**config.mk**
```make
export PLATFORM = sky130hd
export DESIGN_NAME = sfd_flash_decoder
export DESIGN_NICKNAME = d
export VERILOG_FILES = /design/src/logic/sfd_pkg.sv /design/src/logic/sfd_flash_decoder.sv /design/src/logic/sfd_pin_sync.sv
export VERILOG_INCLUDE_DIRS = /design/src /design/src/logic
export SDC_FILE = /design/constraint.sdc
export NUM_CORES = 1
export LEC_CHECK = 0
export ABC_AREA = 1
export CORE_MARGIN = 2
export CORE_UTILIZATION = 30
export DETAILED_ROUTE_END_ITERATION = 8
export DONT_BUFFER_PORTS = 1
export GPL_TIMING_DRIVEN = 0
export SLEW_MARGIN = 10
export SYNTH_ARGS = -nofsm -noshare
export SYNTH_HDL_FRONTEND = slang
export SYNTH_SLANG_ARGS = --single-unit
```
**constraint.sdc**
```tcl
create_clock -name core_clk -period 12.8 [get_ports core_clk]
set_clock_uncertainty 0.1 [all_clocks]
set_input_delay 1.28 -clock core_clk [delete_from_list [all_inputs] [get_ports core_clk]]
set_output_delay 1.28 -clock core_clk [all_outputs]
set_load 0.1 [all_outputs]
```
**src/logic/sfd_map.svh**
```systemverilog
// Purpose: Opcodes and timing counts for the serial flash decoder
// Assumes: Included by the decoder top and by the test bench
// Notes: Counts are in serial clock edges, not core clock cycles
`ifndef SFD_MAP_SVH
`define SFD_MAP_SVH

// Write latch and status access
`define SFD_OP_WR_ENABLE 8'h06
`define SFD_OP_WR_DISABLE 8'h04
`define SFD_OP_VOL_ENABLE 8'h50
`define SFD_OP_STAT_RD1 8'h05
`define SFD_OP_STAT_RD2 8'h35
`define SFD_OP_STAT_RD3 8'h15
`define SFD_OP_STAT_WR1 8'h01
`define SFD_OP_STAT_WR2 8'h31
`define SFD_OP_STAT_WR3 8'h11
// Array reads
`define SFD_OP_READ 8'h03
`define SFD_OP_FAST_READ 8'h0B
`define SFD_OP_DUAL_OUT 8'h3B
`define SFD_OP_QUAD_OUT 8'h6B
`define SFD_OP_DUAL_IO 8'hBB
`define SFD_OP_QUAD_IO 8'hEB
`define SFD_OP_QUAD_WORD 8'hE7
// Program and erase
`define SFD_OP_PAGE_PROG 8'h02
`define SFD_OP_QUAD_PROG 8'h32
`define SFD_OP_FAST_PROG 8'hF2
`define SFD_OP_SECT_ERASE 8'h20
`define SFD_OP_BLK32_ERASE 8'h52
`define SFD_OP_BLK64_ERASE 8'hD8
`define SFD_OP_CHIP_ERASE_A 8'hC7
`define SFD_OP_CHIP_ERASE_B 8'h60
// Control
`define SFD_OP_RESET_EN 8'h66
`define SFD_OP_RESET 8'h99
`define SFD_OP_SUSPEND 8'h75
`define SFD_OP_RESUME 8'h7A
`define SFD_OP_WRAP 8'h77
`define SFD_OP_POWER_DOWN 8'hB9
`define SFD_OP_RELEASE 8'hAB
// Identification
`define SFD_OP_ID_SINGLE 8'h90
`define SFD_OP_ID_DUAL 8'h92
`define SFD_OP_ID_QUAD 8'h94

// Lane codes: log2 of the lane count
`define SFD_LANE1 2'h0
`define SFD_LANE2 2'h1
`define SFD_LANE4 2'h2
// Phase lengths in bits or clocks
`define SFD_ADDR_BITS 5'h18
`define SFD_BYTE_BITS 5'h08
`define SFD_DUMMY_FAST 5'h08
`define SFD_DUMMY_QIO 5'h04
`define SFD_DUMMY_WORD 5'h02
`define SFD_DUMMY_WRAP 5'h06
`define SFD_DUMMY_ID 5'h18
// Clock count modulo eight at a byte boundary
`define SFD_BOUNDARY 3'h0

`endif

```
**src/logic/sfd_pkg.sv**
```systemverilog
// Purpose: Types shared by the serial flash decoder files
// Assumes: Map header provides the numeric constants
// Notes: States are one-hot
package sfd_pkg;

  // Frame sequencer states
  typedef enum logic [7:0] {
    ST_IDLE  = 8'h01,
    ST_OPC   = 8'h02,
    ST_ADDR  = 8'h04,
    ST_MODE  = 8'h08,
    ST_DUMMY = 8'h10,
    ST_DIN   = 8'h20,
    ST_DOUT  = 8'h40,
    ST_WAIT  = 8'h80
  } sfd_state_t;

  // Where outgoing bytes come from
  typedef enum logic [2:0] {
    SRC_NONE, SRC_MEM, SRC_STAT1, SRC_STAT2, SRC_STAT3, SRC_PART, SRC_IDPAIR
  } sfd_src_t;

  // Shape of one instruction
  typedef struct packed {
    logic known;
    logic hasAddr;
    logic hasMode;
    logic [1:0] addrLanes;
    logic [4:0] dummyClk;
    logic dataIn;
    logic [1:0] dataLanes;
    logic isWrite;
    logic needWel;
    sfd_src_t src;
  } sfd_cmd_t;

endpackage

```
**src/logic/sfd_flash_decoder.sv**
```systemverilog
// Purpose: Frame, decode and answer serial flash instructions
// Assumes: Serial clock at most about a fifth of core_clk
// Notes: Array and status contents live outside; bytes stream out
// Behaviour
// RULE1 - Transfers start MSB first after select falls
// RULE2 - Opcode captured on rising edges, MSB first
// RULE3 - One opcode, then address/data as defined
// RULE4 - Host releases select after last input bit
// RULE5 - Read-type instructions stream data out
// RULE6 - Write-type runs only on byte-boundary release
// RULE7 - Partial page byte: nothing, latch kept
// RULE8 - Decode latch, volatile and status opcodes
// RULE9 - Decode single, dual, quad read opcodes
// RULE10 - Decode page program opcodes with address
// RULE11 - Decode sector, block and chip erase
// RULE12 - Decode reset pair, suspend and resume
// RULE13 - Wrap setting: dummies then wrap byte
// RULE14 - Power-down entry, release, repeated part ID
// RULE15 - ID reads alternate maker and part codes
// RULE16 - Write latch gates program, erase, status write
// RULE17 - Power-down ignores all but release
// RULE18 - Unknown opcode ignored until next frame
`timescale 1ns/1ps
`include "sfd_map.svh"
module sfd_flash_decoder #(
  parameter logic [7:0] MAKER_CODE_BYTE = 8'h5A, // Arbitrary value
  parameter logic [7:0] PART_CODE_BYTE = 8'h3C // Arbitrary value
) (
  input wire logic core_clk,
  input wire logic rst,
  input wire logic spiClk,
  input wire logic chipSelN,
  input wire logic [3:0] ioIn,
  output logic [3:0] ioOut,
  output logic [3:0] ioOe,
  input wire logic [7:0] memData,
  input wire logic [7:0] statusByte1,
  input wire logic [7:0] statusByte2,
  input wire logic [7:0] statusByte3,
  output logic [23:0] memAddr,
  output logic [7:0] wrData,
  output logic wrValid,
  output logic execValid,
  output logic [7:0] execOpcode,
  output logic [23:0] execAddr,
  output logic execVolatile,
  output logic softReset,
  output logic writeEnableLatch,
  output logic deepPowerDown,
  output logic [7:0] continuousModeBits,
  output logic [7:0] wrapConfigBits
);
  import sfd_pkg::*;

  // Instruction table
  function automatic sfd_cmd_t decodeOp(input logic [7:0] op);
    sfd_cmd_t c;
    c = '0;
    c.known = 1'b1;
    c.src = SRC_NONE;
    case (op)
      `SFD_OP_WR_ENABLE, `SFD_OP_WR_DISABLE,
      `SFD_OP_POWER_DOWN: c.isWrite = 1'b1; // RULE8 RULE14
      `SFD_OP_VOL_ENABLE, `SFD_OP_RESET_EN, `SFD_OP_RESET,
      `SFD_OP_SUSPEND, `SFD_OP_RESUME: c.known = 1'b1; // RULE12
      `SFD_OP_STAT_RD1: c.src = SRC_STAT1; // RULE8
      `SFD_OP_STAT_RD2: c.src = SRC_STAT2;
      `SFD_OP_STAT_RD3: c.src = SRC_STAT3;
      `SFD_OP_STAT_WR1, `SFD_OP_STAT_WR2, `SFD_OP_STAT_WR3: begin
        c.dataIn = 1'b1; // RULE8
        c.isWrite = 1'b1;
        c.needWel = 1'b1;
      end
      `SFD_OP_READ, `SFD_OP_FAST_READ, `SFD_OP_DUAL_OUT,
      `SFD_OP_QUAD_OUT: begin
        c.hasAddr = 1'b1; // RULE9
        c.src = SRC_MEM;
        if (op != `SFD_OP_READ) c.dummyClk = `SFD_DUMMY_FAST;
        if (op == `SFD_OP_DUAL_OUT) c.dataLanes = `SFD_LANE2;
        if (op == `SFD_OP_QUAD_OUT) c.dataLanes = `SFD_LANE4;
      end
      `SFD_OP_DUAL_IO, `SFD_OP_ID_DUAL: begin
        c.hasAddr = 1'b1; // RULE9 RULE15
        c.hasMode = 1'b1;
        c.addrLanes = `SFD_LANE2;
        c.dataLanes = `SFD_LANE2;
        c.src = (op == `SFD_OP_ID_DUAL) ? SRC_IDPAIR : SRC_MEM;
      end
      `SFD_OP_QUAD_IO, `SFD_OP_QUAD_WORD, `SFD_OP_ID_QUAD: begin
        c.hasAddr = 1'b1; // RULE9 RULE15
        c.hasMode = 1'b1;
        c.addrLanes = `SFD_LANE4;
        c.dataLanes = `SFD_LANE4;
        c.dummyClk = (op == `SFD_OP_QUAD_WORD) ? `SFD_DUMMY_WORD
                                               : `SFD_DUMMY_QIO;
        c.src = (op == `SFD_OP_ID_QUAD) ? SRC_IDPAIR : SRC_MEM;
      end
      `SFD_OP_PAGE_PROG, `SFD_OP_FAST_PROG, `SFD_OP_QUAD_PROG: begin
        c.hasAddr = 1'b1; // RULE10
        c.dataIn = 1'b1;
        c.isWrite = 1'b1;
        c.needWel = 1'b1;
        if (op == `SFD_OP_QUAD_PROG) c.dataLanes = `SFD_LANE4;
      end
      `SFD_OP_SECT_ERASE, `SFD_OP_BLK32_ERASE,
      `SFD_OP_BLK64_ERASE: begin
        c.hasAddr = 1'b1; // RULE11
        c.isWrite = 1'b1;
        c.needWel = 1'b1;
      end
      `SFD_OP_CHIP_ERASE_A, `SFD_OP_CHIP_ERASE_B: begin
        c.isWrite = 1'b1; // RULE11
        c.needWel = 1'b1;
      end
      `SFD_OP_WRAP: begin
        c.dummyClk = `SFD_DUMMY_WRAP; // RULE13
        c.dataIn = 1'b1;
        c.dataLanes = `SFD_LANE4;
      end
      `SFD_OP_RELEASE: begin
        c.dummyClk = `SFD_DUMMY_ID; // RULE14
        c.src = SRC_PART;
      end
      `SFD_OP_ID_SINGLE: begin
        c.hasAddr = 1'b1; // RULE15
        c.src = SRC_IDPAIR;
      end
      default: c.known = 1'b0; // RULE18
    endcase
    return c;
  endfunction

  // Phase that follows the one just finished
  function automatic sfd_state_t afterPhase(input sfd_cmd_t c,
                                            input sfd_state_t s);
    sfd_state_t n;
    n = ST_WAIT;
    if (c.dataIn) n = ST_DIN;
    else if (c.src != SRC_NONE) n = ST_DOUT; // RULE5
    if (c.dummyClk != 5'h00 && s != ST_DUMMY) n = ST_DUMMY;
    if (c.hasMode && (s == ST_OPC || s == ST_ADDR)) n = ST_MODE;
    if (c.hasAddr && s == ST_OPC) n = ST_ADDR; // RULE3
    if (!c.known) n = ST_WAIT;
    return n;
  endfunction

  // Serial clocks that a phase lasts
  function automatic logic [4:0] phaseLen(input sfd_cmd_t c,
                                          input sfd_state_t s);
    logic [4:0] n;
    n = `SFD_BYTE_BITS;
    if (s == ST_ADDR) n = `SFD_ADDR_BITS >> c.addrLanes;
    if (s == ST_MODE) n = `SFD_BYTE_BITS >> c.addrLanes;
    if (s == ST_DUMMY) n = c.dummyClk;
    if (s == ST_DIN || s == ST_DOUT) n = `SFD_BYTE_BITS >> c.dataLanes;
    return n;
  endfunction

  logic sclkRise, sclkFall, csFall, csRise, csActive;
  logic [3:0] ioSync; // Synchronised data lanes
  sfd_state_t state; // Frame sequencer state
  logic [4:0] phaseLeft; // Clocks left in this phase or byte
  logic [2:0] clkCnt; // Rising edges since select fell, modulo 8
  logic [23:0] shiftIn; // Input shifter
  logic [7:0] opcode; // Opcode of the current frame
  logic frameIgnored; // Frame dropped: unknown or powered down
  logic gotByte; // At least one whole data byte taken
  logic [23:0] addrReg; // Captured address
  logic loadReq; // Fetch next outgoing byte
  logic [7:0] shiftOut; // Output shifter
  logic [3:0] outBits; // Lane values on the pins
  logic outLive; // First falling edge of output seen
  logic idToggle; // Maker or part byte next
  logic volWen; // Volatile status write armed
  logic resetArmed; // Reset enable seen

  sfd_pin_sync u_sync (
    .core_clk(core_clk),
    .rst(rst),
    .spiClk(spiClk),
    .chipSelN(chipSelN),
    .ioIn(ioIn),
    .sclkRise(sclkRise),
    .sclkFall(sclkFall),
    .csFall(csFall),
    .csRise(csRise),
    .csActive(csActive),
    .ioSync(ioSync)
  );

  // Decode of the opcode being completed and of the held one
  wire rise = sclkRise & csActive;
  wire phaseEnd = rise && phaseLeft == 5'h01;
  wire [7:0] newOp = {shiftIn[6:0], ioSync[0]}; // RULE2
  wire sfd_cmd_t newCmd = decodeOp(newOp);
  wire sfd_cmd_t curCmd = decodeOp(opcode);
  wire sfd_cmd_t execCmd = decodeOp(execOpcode); // Shape of accepted one
  wire sfd_cmd_t phaseCmd = (state == ST_OPC) ? newCmd : curCmd;
  wire blocked = !newCmd.known ||
                 (deepPowerDown && newOp != `SFD_OP_RELEASE); // RULE17
  wire [1:0] inLanes = (state == ST_OPC) ? `SFD_LANE1 :
                       (state == ST_DIN) ? curCmd.dataLanes :
                       curCmd.addrLanes;
  wire [23:0] nextShift = (inLanes == `SFD_LANE4) ?
                          {shiftIn[19:0], ioSync} :
                          (inLanes == `SFD_LANE2) ?
                          {shiftIn[21:0], ioSync[1:0]} :
                          {shiftIn[22:0], ioSync[0]};
  wire sfd_state_t nextState =
    (state == ST_OPC && blocked) ? ST_WAIT :
    (state == ST_DIN || state == ST_DOUT) ? state :
    afterPhase(phaseCmd, state);
  wire [4:0] nextLen = phaseLen(phaseCmd, nextState);

  // Sequencer: opcode, address, mode, dummy and input data
  always_ff @(posedge core_clk or posedge rst) begin
    if (rst) begin
      state <= ST_IDLE;
      phaseLeft <= `SFD_BYTE_BITS;
      clkCnt <= `SFD_BOUNDARY;
      shiftIn <= 24'h000000;
      opcode <= 8'h00;
      frameIgnored <= 1'b0;
      gotByte <= 1'b0;
      addrReg <= 24'h000000;
      continuousModeBits <= 8'h00;
      wrData <= 8'h00;
      wrValid <= 1'b0;
      loadReq <= 1'b0;
    end else begin
      wrValid <= 1'b0;
      loadReq <= 1'b0;
      if (csRise) begin
        state <= ST_IDLE; // RULE18
      end else if (csFall) begin
        state <= ST_OPC; // RULE1
        phaseLeft <= `SFD_BYTE_BITS;
        clkCnt <= `SFD_BOUNDARY;
        frameIgnored <= 1'b0;
        gotByte <= 1'b0;
      end else if (rise && state != ST_WAIT && state != ST_IDLE) begin
        clkCnt <= clkCnt + 3'h1;
        shiftIn <= nextShift;
        phaseLeft <= phaseEnd ? nextLen : phaseLeft - 5'h01;
        if (phaseEnd) begin
          state <= nextState;
          loadReq <= (nextState == ST_DOUT); // RULE5
          if (state == ST_OPC) begin
            opcode <= newOp; // RULE2
            frameIgnored <= blocked; // RULE17 RULE18
          end
          if (state == ST_ADDR) addrReg <= nextShift;
          if (state == ST_MODE) continuousModeBits <= nextShift[7:0];
          if (state == ST_DIN) begin
            wrData <= nextShift[7:0];
            wrValid <= 1'b1;
            gotByte <= 1'b1;
          end
        end
      end else if (rise) begin
        clkCnt <= clkCnt + 3'h1; // Still counted for boundary checks
      end
    end
  end

  // Outgoing byte source
  wire [7:0] srcByte =
    (curCmd.src == SRC_MEM) ? memData :
    (curCmd.src == SRC_STAT1) ? statusByte1 :
    (curCmd.src == SRC_STAT2) ? statusByte2 :
    (curCmd.src == SRC_STAT3) ? statusByte3 :
    (curCmd.src == SRC_IDPAIR && !idToggle) ? MAKER_CODE_BYTE :
    PART_CODE_BYTE; // RULE14 RULE15
  wire [2:0] outStep = 3'h1 << curCmd.dataLanes;
  wire [3:0] laneMask = (curCmd.dataLanes == `SFD_LANE4) ? 4'hF :
                        (curCmd.dataLanes == `SFD_LANE2) ? 4'h3 : 4'h2;
  wire addrDone = phaseEnd && state == ST_ADDR;

  // Output shifter; bits change on falling serial clock edges
  always_ff @(posedge core_clk or posedge rst) begin
    if (rst) begin
      shiftOut <= 8'h00;
      outBits <= 4'h0;
      outLive <= 1'b0;
      idToggle <= 1'b0;
      memAddr <= 24'h000000;
    end else begin
      if (csFall) begin
        outLive <= 1'b0;
        idToggle <= 1'b0;
      end
      if (addrDone) memAddr <= nextShift;
      if (loadReq) begin
        shiftOut <= srcByte; // RULE5
        idToggle <= ~idToggle;
        if (curCmd.src == SRC_MEM) memAddr <= memAddr + 24'h000001;
      end else if (sclkFall && csActive && state == ST_DOUT) begin
        outBits <= (curCmd.dataLanes == `SFD_LANE4) ? shiftOut[7:4] :
                   (curCmd.dataLanes == `SFD_LANE2) ?
                   {2'h0, shiftOut[7:6]} : {2'h0, shiftOut[7], 1'b0};
        shiftOut <= shiftOut << outStep;
        outLive <= 1'b1;
      end
    end
  end

  assign ioOut = outBits;
  assign ioOe = (state == ST_DOUT && outLive) ? laneMask : 4'h0; // RULE5

  // Acceptance at select release
  wire isStatWrite = opcode == `SFD_OP_STAT_WR1 ||
                     opcode == `SFD_OP_STAT_WR2 ||
                     opcode == `SFD_OP_STAT_WR3;
  wire welOk = !curCmd.needWel || writeEnableLatch ||
               (volWen && isStatWrite); // RULE16
  wire writeDone = clkCnt == `SFD_BOUNDARY &&
                   (state == ST_WAIT ||
                    (state == ST_DIN && gotByte)); // RULE6 RULE7
  wire accept = csRise && state != ST_IDLE && state != ST_OPC &&
                !frameIgnored && welOk &&
                (!curCmd.isWrite || writeDone); // RULE4
  wire welClear = curCmd.needWel || opcode == `SFD_OP_WR_DISABLE;

  // Latches and execution strobe
  always_ff @(posedge core_clk or posedge rst) begin
    if (rst) begin
      execValid <= 1'b0;
      execOpcode <= 8'h00;
      execAddr <= 24'h000000;
      execVolatile <= 1'b0;
      softReset <= 1'b0;
      writeEnableLatch <= 1'b0;
      deepPowerDown <= 1'b0;
      volWen <= 1'b0;
      resetArmed <= 1'b0;
      wrapConfigBits <= 8'h00;
    end else begin
      execValid <= accept;
      softReset <= 1'b0;
      if (wrValid && opcode == `SFD_OP_WRAP) wrapConfigBits <= wrData;
      if (accept) begin
        execOpcode <= opcode;
        execAddr <= addrReg;
        execVolatile <= volWen && isStatWrite;
        volWen <= (opcode == `SFD_OP_VOL_ENABLE); // RULE8
        resetArmed <= (opcode == `SFD_OP_RESET_EN); // RULE12
        if (opcode == `SFD_OP_WR_ENABLE) writeEnableLatch <= 1'b1;
        else if (welClear) writeEnableLatch <= 1'b0; // RULE8 RULE16
        if (opcode == `SFD_OP_POWER_DOWN) deepPowerDown <= 1'b1;
        if (opcode == `SFD_OP_RELEASE) deepPowerDown <= 1'b0; // RULE14
        if (opcode == `SFD_OP_RESET && resetArmed) begin
          softReset <= 1'b1; // RULE12
          writeEnableLatch <= 1'b0;
        end
      end
    end
  end
endmodule // sfd_flash_decoder

```
**src/logic/sfd_pin_sync.sv**
```systemverilog
// Purpose: Bring the serial pins into the core clock and find edges
// Assumes: Serial clock half period spans several core clocks
// Notes: Clock, select and data share one latency so they stay aligned
`timescale 1ns/1ps
module sfd_pin_sync (
  input wire logic core_clk,
  input wire logic rst,
  input wire logic spiClk,
  input wire logic chipSelN,
  input wire logic [3:0] ioIn,
  output logic sclkRise,
  output logic sclkFall,
  output logic csFall,
  output logic csRise,
  output logic csActive,
  output logic [3:0] ioSync
);
  logic [5:0] stage1; // First flop, read only by stage2
  logic [5:0] stage2; // Settled copy of the pins
  logic sclkPrev; // Delayed clock for edge finding
  logic csPrevN; // Delayed select for edge finding

  // Two flops per pin, then one more for edges
  always_ff @(posedge core_clk or posedge rst) begin
    if (rst) begin
      // Idle levels: clock low, select and lanes high, so no false edge
      stage1 <= 6'h1F;
      stage2 <= 6'h1F;
      sclkPrev <= 1'b0;
      csPrevN <= 1'b1;
    end else begin
      stage1 <= {spiClk, chipSelN, ioIn};
      stage2 <= stage1;
      sclkPrev <= stage2[5];
      csPrevN <= stage2[4];
    end
  end

  assign sclkRise = stage2[5] & ~sclkPrev;
  assign sclkFall = ~stage2[5] & sclkPrev;
  assign csFall = ~stage2[4] & csPrevN;
  assign csRise = stage2[4] & ~csPrevN;
  assign csActive = ~stage2[4];
  assign ioSync = stage2[3:0];
endmodule // sfd_pin_sync

```
* Word-level counts from Yosys, hierarchy flattened
Cells that the tools add are included.
** Storage, ports and cells
- Flip-flop bits (word level) :: 190
- Latch bits :: 0
- Bits in writable memories :: 0
- ROM bits :: 0
- Bits of input ports :: 40
- Output and inout port bits :: 94
- Memories kept :: 0
** Cells by class
- $add $sub $neg :: 3
- Multipliers :: 0
- Div/mod/pow operators :: 0
- Order comparisons :: 0
- Eq/ne operators :: 96
- Shifts and indexed selects :: 5
- Muxes and demuxes :: 103
- Bitwise gates (word level) :: 13
- Reduce and logical (&&, ||, !) cells :: 86
** Operators by type and width (number)
- $eq A8 B8 Y1 const B :: 25
- $eq A8 B7 Y1 const B :: 18
- $mux W8 :: 18
- $mux W24 :: 5
- $eq A8 B6 Y1 const B :: 12
- $reduce_or A34 Y1 :: 2
- $eq A8 B3 Y1 const B :: 8
- $pmux W3 S8 :: 2
- $mux W1 :: 43
- $eq A8 B2 Y1 const B :: 5
- $eq A8 B5 Y1 const B :: 5
- $pmux W5 S4 :: 2
- $mux W5 :: 7
- $eq A8 B4 Y1 const B :: 4
- $reduce_or A16 Y1 :: 2
- $reduce_or A14 Y1 :: 2
- $mux W3 :: 9
- $add A24 B1 Y24 const B :: 1
- $ne A8 B2 Y1 const B :: 3
- $logic_and A1 B1 Y1 :: 23
- $reduce_or A11 Y1 :: 2
- $mux W4 :: 5
- $reduce_and A5 Y1 :: 4
- $mux W18 :: 1
- other kinds (35) :: 98

* Logic depth before layout (Yosys ltp)
- Depth after elaboration :: 22
- Gate-level depth with buffers :: 21
- Gate-level depth less buffers :: 21

* Hierarchy
A second synthesis with hierarchy kept.
** Unflattened totals
- Cell total of the unflattened synthesis :: 1432
- Area, all modules :: 10691.5 sq um
** By module, submodules not included
- sfd_flash_decoder :: instances 1, cells an instance 1405, area each 10261.1 sq um
- sfd_pin_sync :: instances 1, cells an instance 27, area each 430.4 sq um

* Worst setup path after synthesis
No wires, ideal clock.
- Kind :: register -> output
- Start point :: reg state[5]
- End point :: out ioOe[3]
- Data arrival time :: 4277 ps
- Required time :: 11420 ps
- Setup slack :: 7143 ps
- Stages on the path, launching flop included :: 9
- Buffers on the path :: 1
- Path through :: dfrtp_1 > nor2_1 > inv_1 > nor4_1 > inv_1 > nor2_1 > inv_1 > nor2_1 > buf_4
** Between the ends
- Cells in the longest elaborated chain, start to end :: 3
** RTL lines
- from (decl) :: RTL line sfd_flash_decoder.sv:161 : sfd_state_t state;
- from (signal assigned) :: RTL line sfd_flash_decoder.sv:246 : state <= nextState;
- $eq A8 B7 Y1 :: RTL line sfd_flash_decoder.sv:308 : assign ioOe = (state == ST_DOUT && outLive) ? laneMask : 4'h0;
- $logic_and A1 B1 Y1 :: RTL line sfd_flash_decoder.sv:308
- $mux W4 :: RTL line sfd_flash_decoder.sv:308
- to (decl) :: RTL line sfd_flash_decoder.sv:35 : output logic [3:0] ioOe,
Every way passes these cells.

* Final worst setup path
- Start point :: reg opcode[7]
- End point :: out ioOe[3]
** Between the ends
- Cells in the longest elaborated chain, start to end :: 7
- Elaborated cells between the ends (all ways) :: 24
- Classes of those cells :: eq/ne: 14; mux: 6; reduce/logical: 4
** RTL lines
- from (decl) :: RTL line sfd_flash_decoder.sv:165 : logic [7:0] opcode;
- from (signal assigned) :: RTL line sfd_flash_decoder.sv:249 : opcode <= newOp;
- $eq A8 B6 Y1 :: RTL line sfd_flash_decoder.sv:61 : case (op)
- $mux W1 :: RTL line sfd_flash_decoder.sv:79 : if (op == `SFD_OP_DUAL_OUT) c.dataLanes = `SFD_LANE2;
- $mux W2 :: RTL line sfd_flash_decoder.sv:80 : if (op == `SFD_OP_QUAD_OUT) c.dataLanes = `SFD_LANE4;
- $pmux W2 S4 (*) :: RTL line sfd_flash_decoder.sv:61
- $eq A2 B2 Y1 (no source line) (*)
- $mux W4 (*) :: RTL line sfd_flash_decoder.sv:275 : wire [3:0] laneMask = (curCmd.dataLanes == `SFD_LANE4) ? 4'hF :
- $mux W4 (*) :: RTL line sfd_flash_decoder.sv:308
Every way passes the cells marked *; elsewhere a longest branch is shown, timed or not.

==> flow_metrics.env <==
export IMPL_hold_buffers=0
export IMPL_p_int_mw=0.925
export IMPL_yosysTopAreaCellShare_pct=40.9
export IMPL_die_h_microns=194
export IMPL_synth_seq_cells=190
export IMPL_whs_ps=258
export IMPL_cts_setup_buffers=0
export IMPL_comb_power_share_pct=12.5
export IMPL_cts_tree="done"
export IMPL_synth_warning_count=0
export IMPL_netlist_instances=1373
export IMPL_core_area_sq_um=35600
export IMPL_place_area_sq_um=11500
export IMPL_period_minus_slack_ps=4870
export IMPL_place_congestion=0.894
export IMPL_drt_iter0_markers=695
export IMPL_slew_headroom_pct=25.4
export IMPL_die_area_sq_um=37600
export IMPL_critPathCaptureType="output pin"
export IMPL_hpwlAfterDp_mm=23.3
export IMPL_rsz0062_at_grt="no"
export IMPL_ys_types=63
export IMPL_grt_total_usage_pct=16.5
export IMPL_vias_per_cell=4.99
export IMPL_final_area_sq_um=12100
export IMPL_io_buffers=0
export IMPL_yosys_top_cells_count="nand2_1 (403), dfrtp_1 (177), nor2_1 (160)"
export IMPL_cts_sinks=190
export IMPL_drc_errors=0
export IMPL_drt_pass1_iterations=5
export IMPL_cts_max_level=4
export IMPL_reg2regPathDepth=15
export IMPL_max_clock_path_buffers=2
export IMPL_fin_tns_setup_ps=0
export IMPL_clk_latency_ps=460
export IMPL_die_w_microns=194
export IMPL_clock_power_share_pct=40.1
export IMPL_async_reset_ff_share_pct=100
export IMPL_nNetsFinal=1451
export IMPL_grt_first_pass_wirelength_mm=49.5
export IMPL_ant_nets=0
export IMPL_ir_worst_vdd_v=0.000106
export IMPL_path_cells="nor2_1 > nand2_1 > nor2_2 > inv_1 > and3_4 > inv_1 > ha_1 > clkbuf_1 > inv_1 > nor2_2 > buf_16 > buf_1 > buf_4"
export IMPL_pre_cts_slack_ps=8460
export IMPL_core_rowCount=69
export IMPL_syn_mean_instance_area_sq_um=7.88
export IMPL_hold_violations=0
export IMPL_antenna_found_initial=0
export IMPL_overflow=0
export IMPL_finalMaxSlewViolations=0
export IMPL_final_layout_size_suffix_gt1_share_pct=13.9
export IMPL_numCtsBuffers=17
export IMPL_setup_slack_ps=7930
export IMPL_tightestPinTransition_ps=1120
export IMPL_worstSetupEndpoint="ioOe[3]"
export IMPL_worstReg2RegEnd="memAddr[20]$_DFF_PP0_"
export IMPL_ctsResizeCount=0
export IMPL_power_leakage_nw=5.71
export IMPL_synth_top_area_cell="dfrtp_1"
export IMPL_r2r_slack_ps=9230
export IMPL_wl_per_cell_microns=16.3
export IMPL_num_vias=9342
export IMPL_cpPeakStageDelay_ps=460
export IMPL_grt_pass1_vias=9108
export IMPL_min_path_type="flop to flop"
export IMPL_p_sw_mw=0.423
export IMPL_critPathRequiredTime_ps=11420
export IMPL_totalWireLength_mm=30.6
export IMPL_powerDensity_nw_per_um2=111
export IMPL_crit_path_start_kind="flop"
export IMPL_crit_top_cell="inv_1"
export IMPL_path_clk_slew_ps=80
export IMPL_synth_most_common_cell="nand2_1"
export IMPL_critPathArrivalTime_ps=3490
export IMPL_max_freq_ghz=0.205
export IMPL_seq_power_share_pct=47.3
export IMPL_synthToLayoutAreaGrowth_pct=11.8
export IMPL_outcome="finished clean"
export IMPL_start_util_pct=30.4
export IMPL_max_cap_violations=0
export IMPL_synth_edf_count=0
export IMPL_cts_root_buf="clkbuf_16"
export IMPL_swShare_pct=31.4
export IMPL_crit_slowest_cell="dfrtp_1"
export IMPL_period_share_pct=38.1
export IMPL_netlist_area_sq_um=10800
export IMPL_criticalPathCategory="flop to output pin"
export IMPL_synthTopCellsByArea="dfrtp_1 (41%), nand2_1 (14%), nor2_1 (5.5%), inv_1 (4.5%), o21ai_0 (4.5%)"
export IMPL_grt_max_degree=111
export IMPL_setup_viol=0
export IMPL_synth_seq_area_share_pct=44.1
export IMPL_synth_nets=1427
export IMPL_worst_path_max_fanout=9
export IMPL_yosys_most_used_dff="dfrtp_1"
export IMPL_cp_startpoint="opcode[7]$_DFFE_PP0P_"
export IMPL_r2r_start="memAddr[0]$_DFF_PP0_"
export IMPL_io_pin_count=134
==> registers in the layout, summed over array words and instances, names as in the netlist, 5 cells and up <==
register            flops
continuousModeBits      8
execOpcode              8
wrapConfigBits          8
u_sync.stage2           6
opcode                  8
phaseLeft               5
shiftOut                8
wrData                  8
memAddr                24
u_sync.stage1           6
addrReg                24
execAddr               24
shiftIn                23
state                   8
==> layer usage <==
metal | vias to the layer above | wire, microns | track usage [%]
met3 | 28 | 1910 | 4.09
met1 | 4510 | 13800 | 21.9
li1 | 4547 | - | -
met4 | 0 | 397 | 4.07
met5 | - | 0 | 0
met2 | 257 | 14500 | 27.0
==> placed cells by master, fill, tap and decap left out, types with 11 or more instances in the layout <==
cell | Yosys | layout
nand2_1 | 403 | 403
dfrtp_1 | 177 | 177
nor2_1 | 160 | 157
inv_1 | 131 | 130
o21ai_0 | 97 | 97
nand3_1 | 51 | 51
o21ai_1 | 36 | 36
mux2_2 | 24 | 24
a21oi_1 | 23 | 23
nand4_1 | 22 | 22
o221ai_2 | 18 | 18
inv_2 | 17 | 17
clkbuf_16 | 0 | 17
nand2_2 | 15 | 15
clkbuf_1 | 14 | 14
o22ai_1 | 14 | 14
ha_1 | 14 | 14
xor2_1 | 13 | 13
dfstp_2 | 13 | 13
nor2_4 | 11 | 11
==> worst max-delay path: cells and delay by family, from the launching register on <==
kind / cells / cell delay [ps]
buf+inv: 7 / 1260
simple gates: 5 / 1200
flops: 1 / 460
fa+ha+maj: 1 / 130
==> kinds of logic (layout without fill, tap and decap cells) <==
family                     count (synthesis)  count (layout)  share of synthesized area (%)
muxes                                     24              24                           2.50
DFF                                      190             190                           44.1
other                                      0               1                              0
and+or+nand+nor                          707             707                           28.9
adders and majority gates                 14              14                           1.62
xor gates and xnor gates                  20              20                           1.62
AOI/OAI and AO/OA                        228             228                           13.5
buffers and inverters                    190             227                           7.78
==> final cells by class <==
| type | count | area [sq um] |
|---|---|---|
| diodes | 1 | 2.50 |
| multi-input cells | 993 | 5220 |
| fillers | 3771 | 23500 |
| well taps | 461 | 577 |
| plain buffers | 38 | 259 |
| clock inverters | 15 | 164 |
| repair buffers | 5 | 90.1 |
| clock buffers | 17 | 425 |
| inverters | 152 | 591 |
| flip-flops and latches | 190 | 4770 |
==> how the worst min path moves through the flow <==
stage,start,end,slack [ps],cells past startpoint
2_1_floorplan,u_sync.stage1[5]$_DFF_PP0_,u_sync.stage2[5]$_DFF_PP0_,230,0
3_3_place_gp,u_sync.stage1[5]$_DFF_PP0_,u_sync.stage2[5]$_DFF_PP0_,240,0
3_5_place_dp,u_sync.stage1[5]$_DFF_PP0_,u_sync.stage2[5]$_DFF_PP0_,250,0
4_1_cts,u_sync.stage1[2]$_DFF_PP1_,u_sync.stage2[2]$_DFF_PP1_,260,0
5_1_grt,u_sync.stage1[1]$_DFF_PP1_,u_sync.stage2[1]$_DFF_PP1_,260,0
6_report,u_sync.stage1[5]$_DFF_PP0_,u_sync.stage2[5]$_DFF_PP0_,260,0
==> metrics by stage <==
step | util, % | power [mW] | instances
2_1_floorplan | - | 0.767 | 1373
3_3_place_gp | 32.1 | 0.816 | 1834
3_5_place_dp | 32.3 | 0.818 | 1839
4_1_cts | 34.0 | 1.36 | 1871
5_1_grt | 34.0 | 1.41 | 1871
6_report | 34.0 | 1.35 | 1872
==> power groups by stage <==
| stage | registers (mW) | clock network, mW | logic (mW) |
|---|---|---|---|
| after floorplan | 0.644 | 0 | 0.122 |
| after global placement | 0.649 | 0 | 0.167 |
| after detailed placement | 0.649 | 0 | 0.169 |
| after CTS | 0.637 | 0.555 | 0.170 |
| after global routing | 0.640 | 0.578 | 0.193 |
| final | 0.638 | 0.541 | 0.169 |
Power figures use the tool's default switching activity.
